**src/core/cisp_pkg.sv**
```systemverilog
// Shared constants of the camera isochronous stream packetizer.
package cisp_pkg;
    // ==========================================
    // Clock and bus cycle timing
    // ==========================================
    localparam int unsigned CLK_HZ     = 40_000_000;
    localparam int unsigned CYCLE_NS   = 125_000;
    localparam int unsigned CYCLE_CLKS = CYCLE_NS / (1_000_000_000 / CLK_HZ);

    // ==========================================
    // Link address layout
    // ==========================================
    localparam int unsigned  BUS_W       = 10;
    localparam int unsigned  NODE_W      = 6;
    localparam logic [15:0]  ADDR_ONES   = 16'hFFFF;
    localparam logic [31:0]  CSR_BASE    = 32'hF0F00000;
    localparam logic [11:0]  OFS_STREAM  = 12'h614;
    localparam logic [11:0]  OFS_WINDOW  = 12'hA08;
    localparam logic [11:0]  OFS_PAYLOAD = 12'hA0C;
    localparam logic [11:0]  OFS_IMAGE   = 12'hA10;
    localparam logic [11:0]  OFS_STATUS  = 12'hA14;

    // Registers are big endian: bit 0 is the most significant bit.
    localparam int unsigned  BIT_STREAM  = 31;
    localparam int unsigned  BIT_MIRROR  = 31;
    localparam logic [15:0]  MAX_PAYLOAD = 16'h2000;
    localparam logic [15:0]  MAX_PACKETS = 16'hFFFF;

    // ==========================================
    // Pixel formats, coded in the low bits of the image register
    // ==========================================
    localparam logic [2:0] FMT_MONO_8BIT_FORMAT  = 3'h0;
    localparam logic [2:0] FMT_MONO12 = 3'h1;
    localparam logic [2:0] FMT_MONO16 = 3'h2;
    localparam logic [2:0] FMT_YUV422 = 3'h3;
    localparam logic [2:0] FMT_YUV411 = 3'h4;
    localparam logic [2:0] FMT_RGB_24BIT_FORMAT   = 3'h5;

    // Bytes per pixel, counted in half bytes so that 1.5 stays exact.
    function automatic logic [2:0] cisp_half_bpp(input logic [2:0] fmt);
        case (fmt)
            FMT_MONO12, FMT_YUV411: cisp_half_bpp = 3'h3;
            FMT_MONO16, FMT_YUV422: cisp_half_bpp = 3'h4;
            FMT_RGB_24BIT_FORMAT:               cisp_half_bpp = 3'h6;
            default:                cisp_half_bpp = 3'h2;
        endcase
    endfunction

    // ==========================================
    // Host controller APB map
    // ==========================================
    localparam logic [7:0] HOST_CTRL   = 8'h00;
    localparam logic [7:0] HOST_ADDR   = 8'h04;
    localparam logic [7:0] HOST_WDATA  = 8'h08;
    localparam logic [7:0] HOST_RDATA  = 8'h0C;
    localparam logic [7:0] HOST_STATUS = 8'h10;
    localparam logic [7:0] HOST_WORDS  = 8'h14;
    localparam logic [7:0] HOST_NODE   = 8'h18;
    localparam int unsigned CTRL_GO    = 0;
    localparam int unsigned CTRL_WR    = 1;
    localparam int unsigned CTRL_CYC   = 2;
endpackage

```
**src/core/cisp_link_if.sv**
```systemverilog
// Link between the camera and its host controller.
`timescale 1ns/1ps
interface cisp_link_if;
    logic        req;
    logic        wr;
    logic [63:0] addr;
    logic [31:0] wdata;
    logic        ack;
    logic        err;
    logic [31:0] rdata;
    logic        cyc;
    logic        pv;
    logic        plast;
    logic [31:0] pdata;

    modport cam  (input req, wr, addr, wdata, cyc, output ack, err, rdata, pv, plast, pdata);
    modport host (output req, wr, addr, wdata, cyc, input ack, err, rdata, pv, plast, pdata);
endinterface

```
**src/core/cisp_pattern.sv**
```systemverilog
// Test image byte generator for four pixels bytes of one link word.
`timescale 1ns/1ps
module cisp_pattern (
    input  wire logic        colour,
    input  wire logic [1:0]  sel,
    input  wire logic        mirror,
    input  wire logic [15:0] width,
    input  wire logic [15:0] row,
    input  wire logic [15:0] col,
    input  wire logic [7:0]  shift,
    output logic      [31:0] word
);
    genvar i;
    generate
        for (i = 0; i < 4; i++)
        begin : g_byte
            logic [15:0] c;
            logic [7:0]  base;
            logic [7:0]  val;
            always_comb
            begin
                c    = mirror ? 16'(width - 16'h1 - col - 16'(i)) : 16'(col + 16'(i));
                base = 8'(c[7:0] + row[7:0] + shift);
                // Colour parts send raw mosaic samples, red site at even row and column.
                if (!colour)
                    val = base;
                else if (!row[0] && !c[0])
                    val = base; // RL9 RL10
                else if (row[0] && c[0])
                    val = 8'(base >> 2);
                else
                    val = 8'(base >> 1);
                if (sel == 2'h0)
                    val = 8'h00;
            end
            // The first byte on the link is the most significant one.
            assign word[31 - 8 * i -: 8] = val;
        end
    endgenerate
endmodule

```
**src/core/cisp_camera.sv**
```systemverilog
// Camera end: register file on the link and isochronous packet framer.
// Behaviour
// RL1 - At most 8192 payload bytes per packet.
// RL2 - Frame ends after 65535 packets at most.
// RL3 - Payload set by host; above 8192 refused.
// RL4 - Payload must be multiple of four bytes.
// RL5 - Bytes per pixel follow pixel format.
// RL6 - Mono image two moves up each frame.
// RL7 - Mono offers two diagonal bars, first static.
// RL8 - Colour offers exactly one test image.
// RL9 - Colour mono_8bit_format sends raw mosaic samples.
// RL10 - Unmirrored colour image starts with red.
// RL11 - Register addresses are 64 bits.
// RL12 - Top bits select bus, then node.
// RL13 - Next 16 bits all ones, low 32 offset.
// RL14 - Registers 32 bits, big endian.
// RL15 - Bit 0 at 614h starts streaming.
// RL16 - Settings change only by register writes.
// RL17 - Offsets relative to control block base.
// RL18 - One packet per bus cycle at most.
`timescale 1ns/1ps
module cisp_camera #(
    parameter bit COLOUR = 1'b0
) (
    input  wire logic                       pclk,
    input  wire logic                       presetn,
    cisp_link_if.cam                        link,
    input  wire logic [cisp_pkg::BUS_W-1:0]  bus_number,
    input  wire logic [cisp_pkg::NODE_W-1:0] node_number,
    output logic                            stream_on,
    output logic                            config_bad
);
    // ==========================================
    // State
    // ==========================================
    typedef struct packed {
        logic        en;
        logic [15:0] width;
        logic [15:0] height;
        logic [15:0] payload;
        logic [2:0]  fmt;
        logic [1:0]  tsel;
        logic        mirror;
        logic        bad;
        logic        ack;
        logic        err;
        logic [31:0] rdata;
        logic        sending;
        logic [31:0] pkt_left;
        logic [31:0] bytes_left;
        logic [15:0] pkts;
        logic [15:0] row;
        logic [15:0] col;
        logic [7:0]  shift;
        logic [15:0] frames;
        logic        pv;
        logic        plast;
        logic [31:0] pdata;
    } cisp_cam_t;

    cisp_cam_t s_q;
    cisp_cam_t s_d;

    logic        hit;
    logic [11:0] ofs;
    logic        cfg_ok;
    logic [31:0] frame_bytes;
    logic [31:0] row_bytes;
    logic [31:0] pkt_bytes;
    logic [31:0] step;
    logic [1:0]  eff_sel;
    logic [7:0]  eff_shift;
    logic [31:0] word;

    // ==========================================
    // Address decode and configuration checks
    // ==========================================
    assign ofs = link.addr[11:0];
    assign hit = link.addr[63:54] == bus_number // RL11 RL12
              && link.addr[53:48] == node_number // RL12
              && link.addr[47:32] == cisp_pkg::ADDR_ONES // RL13
              && link.addr[31:12] == cisp_pkg::CSR_BASE[31:12]; // RL17

    // A bad payload keeps the stream idle rather than sending a broken frame.
    assign cfg_ok = s_q.payload != 16'h0 && s_q.payload[1:0] == 2'h0 // RL4
                 && s_q.payload <= cisp_pkg::MAX_PAYLOAD // RL1 RL3
                 && s_q.width != 16'h0 && s_q.height != 16'h0;

    always_comb
    begin
        logic [34:0] prod;
        prod = 35'(s_q.width) * 35'(s_q.height) * 35'(cisp_pkg::cisp_half_bpp(s_q.fmt)); // RL5
        frame_bytes = 32'(prod >> 1);
        row_bytes   = 32'((19'(s_q.width) * 19'(cisp_pkg::cisp_half_bpp(s_q.fmt))) >> 1);
        pkt_bytes   = (32'(s_q.payload) < s_q.bytes_left) ? 32'(s_q.payload) : s_q.bytes_left;
        step        = (s_q.bytes_left < 32'h4) ? s_q.bytes_left : 32'h4;
    end

    // ==========================================
    // Test image selection
    // ==========================================
    assign eff_sel   = (COLOUR && s_q.tsel != 2'h0) ? 2'h1 : s_q.tsel; // RL8
    assign eff_shift = (!COLOUR && eff_sel == 2'h2) ? s_q.shift : 8'h00; // RL6 RL7

    cisp_pattern u_pattern (
        .colour (COLOUR),
        .sel    (eff_sel),
        .mirror (s_q.mirror),
        .width  (s_q.width),
        .row    (s_q.row),
        .col    (s_q.col),
        .shift  (eff_shift),
        .word   (word)
    );

    // ==========================================
    // Next state
    // ==========================================
    always_comb
    begin
        s_d       = s_q;
        s_d.ack   = 1'b0;
        s_d.pv    = 1'b0;
        s_d.plast = 1'b0;
        s_d.bad   = !cfg_ok;

        // Register access: answered one cycle after the request is seen.
        if (link.req && !s_q.ack)
        begin
            s_d.ack   = 1'b1;
            s_d.err   = 1'b0;
            s_d.rdata = 32'h0;
            if (!hit)
                s_d.err = 1'b1;
            else if (link.wr)
            begin
                case (ofs) // RL16
                    cisp_pkg::OFS_STREAM:  s_d.en = link.wdata[cisp_pkg::BIT_STREAM]; // RL14 RL15
                    cisp_pkg::OFS_WINDOW:
                    begin
                        s_d.width  = link.wdata[31:16];
                        s_d.height = link.wdata[15:0];
                    end
                    cisp_pkg::OFS_PAYLOAD: s_d.payload = link.wdata[15:0];
                    cisp_pkg::OFS_IMAGE:
                    begin
                        s_d.mirror = link.wdata[cisp_pkg::BIT_MIRROR];
                        s_d.tsel   = link.wdata[5:4];
                        s_d.fmt    = link.wdata[2:0];
                    end
                    cisp_pkg::OFS_STATUS:  s_d.err = 1'b0;
                    default:               s_d.err = 1'b1;
                endcase
            end
            else
            begin
                case (ofs)
                    cisp_pkg::OFS_STREAM:  s_d.rdata = {s_q.en, 31'h0}; // RL14
                    cisp_pkg::OFS_WINDOW:  s_d.rdata = {s_q.width, s_q.height};
                    cisp_pkg::OFS_PAYLOAD: s_d.rdata = {16'h0, s_q.payload};
                    cisp_pkg::OFS_IMAGE:
                        s_d.rdata = {s_q.mirror, 25'h0, s_q.tsel, 1'b0, s_q.fmt};
                    cisp_pkg::OFS_STATUS:
                        s_d.rdata = {s_q.bad, s_q.sending, 14'h0, s_q.frames};
                    default:               s_d.err = 1'b1;
                endcase
            end
        end

        // Packet launch on the bus cycle start.
        if (link.cyc && s_q.en && cfg_ok && !s_q.sending) // RL15 RL18
        begin
            s_d.sending = 1'b1;
            if (s_q.bytes_left == 32'h0)
            begin
                s_d.bytes_left = frame_bytes;
                s_d.pkt_left   = (32'(s_q.payload) < frame_bytes) ? 32'(s_q.payload) : frame_bytes;
                s_d.pkts       = 16'h0;
                s_d.row        = 16'h0;
                s_d.col        = 16'h0;
            end
            else
                s_d.pkt_left = pkt_bytes; // RL1
        end

        // One word per clock while a packet is open.
        if (s_q.sending)
        begin
            s_d.pv         = 1'b1;
            s_d.pdata      = word;
            s_d.bytes_left = s_q.bytes_left - step;
            s_d.pkt_left   = (s_q.pkt_left < 32'h4) ? 32'h0 : s_q.pkt_left - 32'h4;
            if (32'(s_q.col) + 32'h4 >= row_bytes)
            begin
                s_d.col = 16'(32'(s_q.col) + 32'h4 - row_bytes);
                s_d.row = 16'(s_q.row + 16'h1);
            end
            else
                s_d.col = 16'(s_q.col + 16'h4);
            if (s_q.pkt_left <= 32'h4 || s_q.bytes_left <= 32'h4)
            begin
                s_d.plast   = 1'b1;
                s_d.sending = 1'b0; // RL18
                s_d.pkts    = 16'(s_q.pkts + 16'h1);
                if (s_q.bytes_left <= 32'h4 || s_d.pkts == cisp_pkg::MAX_PACKETS) // RL2
                begin
                    s_d.bytes_left = 32'h0;
                    s_d.frames     = 16'(s_q.frames + 16'h1);
                    s_d.shift      = 8'(s_q.shift + 8'h1); // RL6
                end
            end
        end
    end

    // ==========================================
    // Registers
    // ==========================================
    always_ff @(posedge pclk or negedge presetn)
    begin
        if (!presetn)
            s_q <= '0;
        else
            s_q <= s_d;
    end

    assign link.ack   = s_q.ack;
    assign link.err   = s_q.err;
    assign link.rdata = s_q.rdata;
    assign link.pv    = s_q.pv;
    assign link.plast = s_q.plast;
    assign link.pdata = s_q.pdata;
    assign stream_on  = s_q.en;
    assign config_bad = s_q.bad;
endmodule

```
**src/flat_wrapper.sv**
```systemverilog
// flat-port wrapper written by rule: the top's interface ports become plain ports
module cisp_camera_flat 
#(
    parameter bit COLOUR = 1'b0
)
  (pclk, presetn, bus_number, node_number, stream_on, config_bad, link_req, link_wr, link_addr, link_wdata, link_cyc, link_ack, link_err, link_rdata, link_pv, link_plast, link_pdata);
  cisp_link_if link_i ();
  input  wire logic pclk;
  input  wire logic presetn;
  input  wire logic [cisp_pkg::BUS_W-1:0] bus_number;
  input  wire logic [cisp_pkg::NODE_W-1:0] node_number;
  output logic stream_on;
  output logic config_bad;
  input wire logic [$bits(link_i.req)-1:0] link_req;
  input wire logic [$bits(link_i.wr)-1:0] link_wr;
  input wire logic [$bits(link_i.addr)-1:0] link_addr;
  input wire logic [$bits(link_i.wdata)-1:0] link_wdata;
  input wire logic [$bits(link_i.cyc)-1:0] link_cyc;
  output wire logic [$bits(link_i.ack)-1:0] link_ack;
  output wire logic [$bits(link_i.err)-1:0] link_err;
  output wire logic [$bits(link_i.rdata)-1:0] link_rdata;
  output wire logic [$bits(link_i.pv)-1:0] link_pv;
  output wire logic [$bits(link_i.plast)-1:0] link_plast;
  output wire logic [$bits(link_i.pdata)-1:0] link_pdata;
  assign link_i.req = link_req;
  assign link_i.wr = link_wr;
  assign link_i.addr = link_addr;
  assign link_i.wdata = link_wdata;
  assign link_i.cyc = link_cyc;
  assign link_ack = link_i.ack;
  assign link_err = link_i.err;
  assign link_rdata = link_i.rdata;
  assign link_pv = link_i.pv;
  assign link_plast = link_i.plast;
  assign link_pdata = link_i.pdata;
  cisp_camera #(.COLOUR(COLOUR)) u_core (.pclk(pclk), .presetn(presetn), .link(link_i), .bus_number(bus_number), .node_number(node_number), .stream_on(stream_on), .config_bad(config_bad));
endmodule
```
**config.mk**
```make
export PLATFORM = sky130hd
export DESIGN_NAME = cisp_camera_flat
export DESIGN_NICKNAME = d
export VERILOG_FILES = /design/src/core/cisp_pkg.sv /design/src/core/cisp_link_if.sv /design/src/core/cisp_pattern.sv /design/src/core/cisp_camera.sv /design/src/flat_wrapper.sv
export SDC_FILE = /design/constraint.sdc
export NUM_CORES = 2
export LEC_CHECK = 0
export ABC_AREA = 1
export BUFFER_PORTS_ARGS = -buffer_cell sky130_fd_sc_hd__buf_2
export CORE_ASPECT_RATIO = 0.75
export CORE_UTILIZATION = 45
export DETAILED_ROUTE_END_ITERATION = 6
export PLACE_DENSITY_LB_ADDON = 0.25
export SYNTH_ARGS = -nofsm -noshare
export SYNTH_HDL_FRONTEND = slang
export SYNTH_HIERARCHICAL = 1
export SYNTH_SLANG_ARGS = --single-unit
```
**constraint.sdc**
```tcl
create_clock -name pclk -period 8.3 [get_ports pclk]
set_input_delay 0.83 -clock pclk [delete_from_list [all_inputs] [get_ports pclk]]
set_output_delay 0.83 -clock pclk [all_outputs]
set_load 0.01 [all_outputs]
```
; ---- Word level (Yosys, flattened, before mapping)
; Index checks and enable logic that the tools add are counted.
[op_classes]
n_addsub = 25
multipliers = 3
magnitude_cmp = 8
n_eq_ne = 16
muxes = 32
n_reduce_logical = 33
[op_table]
columns = op, n
row1 = 32-bit 2-to-1 mux, 8
row2 = 171-bit 2-to-1 mux, 1
row3 = 32-bit case mux with 5 select lines, 1
row4 = 113-bit 2-to-1 mux, 1
row5 = 80-bit 2-to-1 mux, 1
row6 = 8-bit 2-to-1 mux, 9
row7 = 8-bit adder, 8
row8 = "32-bit by 3-bit less-or-equal comparator with 1-bit output, second input constant", 2
row9 = 16-bit by 32-bit less-than comparator with 1-bit output, 2
row10 = "32-bit by 3-bit less-than comparator with 1-bit output, second input constant", 2
row11 = "16-bit by 1-bit adder with 16-bit output, second input constant", 3
row12 = "12-bit equality test, second input constant", 4
row13 = 24-bit 2-to-1 mux, 2
row14 = 48-bit 2-to-1 mux, 1
row15 = 16-bit nonzero test, 3
row16 = 34-bit 2-to-1 mux, 1
row17 = 32-bit by 3-bit multiplier with 33-bit output, 1
row18 = "16-bit equality test, second input constant", 2
row19 = 32-bit logical NOT, 1
row20 = 16-bit by 16-bit multiplier with 32-bit output, 1
row21 = 16-bit 2-to-1 mux, 2
row22 = "32-bit by 3-bit subtractor with 32-bit output, second input constant", 1
row23 = 32-bit subtractor, 1
row24 = "20-bit equality test, second input constant", 1
row25 = other kinds (30), 58
[word_totals]
regBits = 261
input_bits = 117
out_inout_bits = 70
elab_cells = 139

; ---- Depth between registers and ports, before layout
[logic_depth]
word_depth = 10
depth_mapped = 52
mapped_depth_nobuf = 50

; ---- Cells and area by module
; The synthesis kept the hierarchy.
[modules_own_cells]
columns = mod, n_inst, cells_per_inst, area_per_inst_um2, seq_area_each_um2
row1 = cisp_camera, 1, 4118, 30058.8, 6531.3
row2 = cisp_pattern, 1, 606, 3807.4, 0.0

; ---- Worst setup path before layout
; OpenSTA, ideal clock, no wires.
[synth_timing]
path_type = register to register
start = reg u_core/s_q[231] (netlist name)
end = reg u_core/s_q[153] (netlist name)
setup_time_ns = 0.124
arrival_ns = 8.574
required_ns = 8.176
slack_ns = -0.399
stages_incl_launch_ff = 44
path_buffers = 3
synth_period_minus_slack_ns = 8.699
path_cell_list = dfrtp_1 clkbuf_1 buf_1 nand2_1 fa_1 fa_1 fa_1 inv_1 fa_1 fa_1 inv_1 fa_1 inv_1 ha_1 nand2_1 nor2_1 nand3_1 nand3_1 [... 8 more ...] ha_1 nand2_1 nor2_1 inv_1 nor2_1 nand3_1 nand3_1 nand2_1 nand2_1 xor2_1 nand2_1 nor2_4 nand4_4 buf_2 nand2_1 nand3_1 nand3_1 nand3_1
[synth_via]
elab_chain_len = 7
elab_cells_between_ends = 12
classes_between = mul: 2 / order compare: 1 / mux: 4 / reduce/logical: 5
[synth_rtl]
columns = item, line
row1 = "start, declared", cisp_camera.sv:61  ; cisp_cam_t s_q;
row2 = "start signal, assigned", cisp_camera.sv:221  ; s_q <= '0;
row3 = "start signal, assigned", cisp_camera.sv:223  ; s_q <= s_d;
row4 = 16-bit by 16-bit multiplier with 32-bit output, cisp_camera.sv:92  ; prod = 35'(s_q.width) * 35'(s_q.height) * 35'(cisp_pkg::cisp_half_bpp(s_q.fmt));
row5 = 32-bit by 3-bit multiplier with 33-bit output, cisp_camera.sv:92
row6 = 16-bit by 32-bit less-than comparator with 1-bit output, cisp_camera.sv:177  ; s_d.pkt_left = (32'(s_q.payload) < frame_bytes) ? 32'(s_q.payload) : frame_bytes;
row7 = 32-bit 2-to-1 mux, cisp_camera.sv:177
row8 = 32-bit 2-to-1 mux, cisp_camera.sv:174  ; if (s_q.bytes_left == 32'h0)
row9 = 113-bit 2-to-1 mux, cisp_camera.sv:171  ; if (link.cyc && s_q.en && cfg_ok && !s_q.sending)
row10 = 171-bit 2-to-1 mux, cisp_camera.sv:187  ; if (s_q.sending)
; Parallel ways exist; a longest one is shown, timed or not. The select of a mux whose other input is x is not followed.
; A chain may end at the register's enable or synchronous reset.

; ---- Worst setup path after layout
[layout_timing]
start = reg u_core/s_q[232] (netlist name)
end = reg u_core/s_q[144] (netlist name)
; Same word-level chain as after synthesis.

==> results.ini <==
[clock_tree]
numCtsBuffers = 29
cts_max_level = 1
ctsRootBufferMaster = clkbuf_16
clk_path_buf_depth = 3
clk_pin_slew_ns = 0.07
cts.sinks = 253
cts_tree = yes
clkLatencyLatePin_ns = 0.62

[layout]
area_growth_pct = 19.4
final_common_cell = nand2_1
drive_gt1_frac = 0.202
layout_common_cells = 1181 x nand2_1, 871 x inv_1, 323 x buf_4, 280 x nand3_1, 259 x fa_1
fin_util = 0.543
finalNetCount = 5669
nFillCells = 7039
stdcell_count = 6025
fin_area_mm2 = 0.0399

[power_and_ir_drop]
seqPwrFrac = 0.425
ir_drop_mv = 0.172
leakagePower_nw = 21.4
powerDensity_mw_per_mm2 = 77.0
combPwrFrac = 0.112
clkPwrFrac = 0.463
switching_share = 0.288
p_int_mw = 2.19
power_mw = 3.07
p_switching_mw = 0.884

[global_route]
antenna_found_initial = 2
grt_overflow_total = 0
grt_pass1_wl_um = 164000
grt_usage = 0.272
grt_start_max_net_pins = 100
grt_pass1_vias = 30100

[drt]
first_pass_iters = 6
drt-total-wl_um = 102000
dr.first_iter.drc_count = 2685
vias = 31600
drc = 0
viasPerCell = 5.24
drt-wirelength-per-cell_um = 17.0
postRouteAntennaNets = 0

[die]
die-width_um = 317
core_area_mm2 = 0.0735
start_util = 0.455
dieArea_mm2 = 0.0754
num_rows = 86
io_pins = 187
fp.dieH_um = 238

[setup_path]
end_kind = register
crit_top_cell = inv_2
r2r_start = u_core/s_q[232]
critPathLaunchType = register
worst_path_max_delay_cell = fa_2
cp.arrival_ns = 9.09
critPathKind = reg -> reg
crit_fanout = 8
crit_start = u_core/s_q[232]
critPathRequiredTime_ns = 8.78
slowest_delay_ns = 0.57

[logic_synthesis]
synth_warnings = 6
syn_area_mm2 = 0.0334
syn_area_per_cell_um2 = 7.16
synth_cells = 4670

[timing]
finalSetupViolCount = 18
hold_violations = 0
fin_crit_sh = 1.04
skew_ns = 0.0284
rsz0062_at_grt = true
tns_ns = -4.73
drv_slew = 0
timing.slew.headroom = 0.151
fmax_mhz = 116
setup_slack_ns = -0.315
tightest_slew_ns = 1.26
period_needed_ns = 8.61

[placed_design]
port_buffers = 186
dpl_cell_area_mm2 = 0.0370
place_inst = 5907
dp_hpwl_um = 81200
place_congestion = 0.957

[run_status]
violations = negative setup slack
status = finished with violations

[worst_hold_path]
timing.hold.worst.class = in -> async

[job]
drv_cap = 0

per-layer routing:
layer,GRT usage,share of wire,routed length [um],up-vias
met3,0.0415,0.078,8020,107
met2,0.403,0.43,43600,1106
met4,0.0440,0.015,1580,2
met5,0,0.00011,11,-
met1,0.421,0.48,49300,15100
li1,-,-,-,15300
what timing repair did:
action                                  4_1_cts  5_1_grt
setup buffers                                45       15
pin swaps                                   104      121
hold buffers                                  0        0
gates resized for setup                     191      118
endpoints found under the setup margin       22       22
gates cloned                                  1        1
final timing paths:
path / endpoint / slack (ns) / depth (start not counted)
max: u_core/s_q[144] / -0.31 / 45
min reg2reg: u_core/s_q[57] / 0.46 / 1
max in group asynchronous: u_core/s_q[170] / 6.11 / 3
min in group pclk: u_core/s_q[257] / 0.46 / 2
min: u_core/s_q[256] / 0.24 / 1
max reg2reg: u_core/s_q[144] / -0.31 / 45
registers in the layout, summed over array words and instances, names as in the netlist, 2 cells and up:
signal	cells
u_core/link.rdata	32
u_core/eff_sel	2
u_core/s_q	181
u_core/link.pdata	32
power groups by stage:
stage	clock network (mW)	logic [mW]	registers [mW]
after floorplan	0	0.214	1.32
after global placement	0	0.332	1.33
after detailed placement	0	0.337	1.33
after CTS	1.45	0.340	1.30
after global routing	1.49	0.386	1.31
final	1.42	0.343	1.31
worst max-delay path, delay by kind of cell, from the launching register on:
| kind | cells | cell delay, ns |
|---|---|---|
| compound gates | 4 | 0.69 |
| xor+xnor | 2 | 0.44 |
| fa+ha+maj | 9 | 4.24 |
| buf+inv | 10 | 0.85 |
| flops | 1 | 0.43 |
| simple gates | 20 | 1.82 |
area by class of cell:
type	count	area (um^2)	area share
multi-input combinational	3275	23900	0.599
sequential	253	6350	0.159
timing repair buffer	546	3940	0.0988
inverter	926	3480	0.0872
tap	968	1210	0.0304
clock buffer	34	764	0.0192
clock inverter	20	255	0.00640
antenna	3	7.51	0.000188
metrics by stage:
step | hold slack [ns] | setup slack (ns)
2_1_floorplan | 0.352 | 0.00995
3_3_place_gp | 0.452 | -0.671
3_5_place_dp | 0.455 | -0.640
4_1_cts | 0.300 | -0.141
5_1_grt | 0.292 | -0.709
6_report | 0.235 | -0.315
Note: power is estimated with default switching activity, not from simulation.
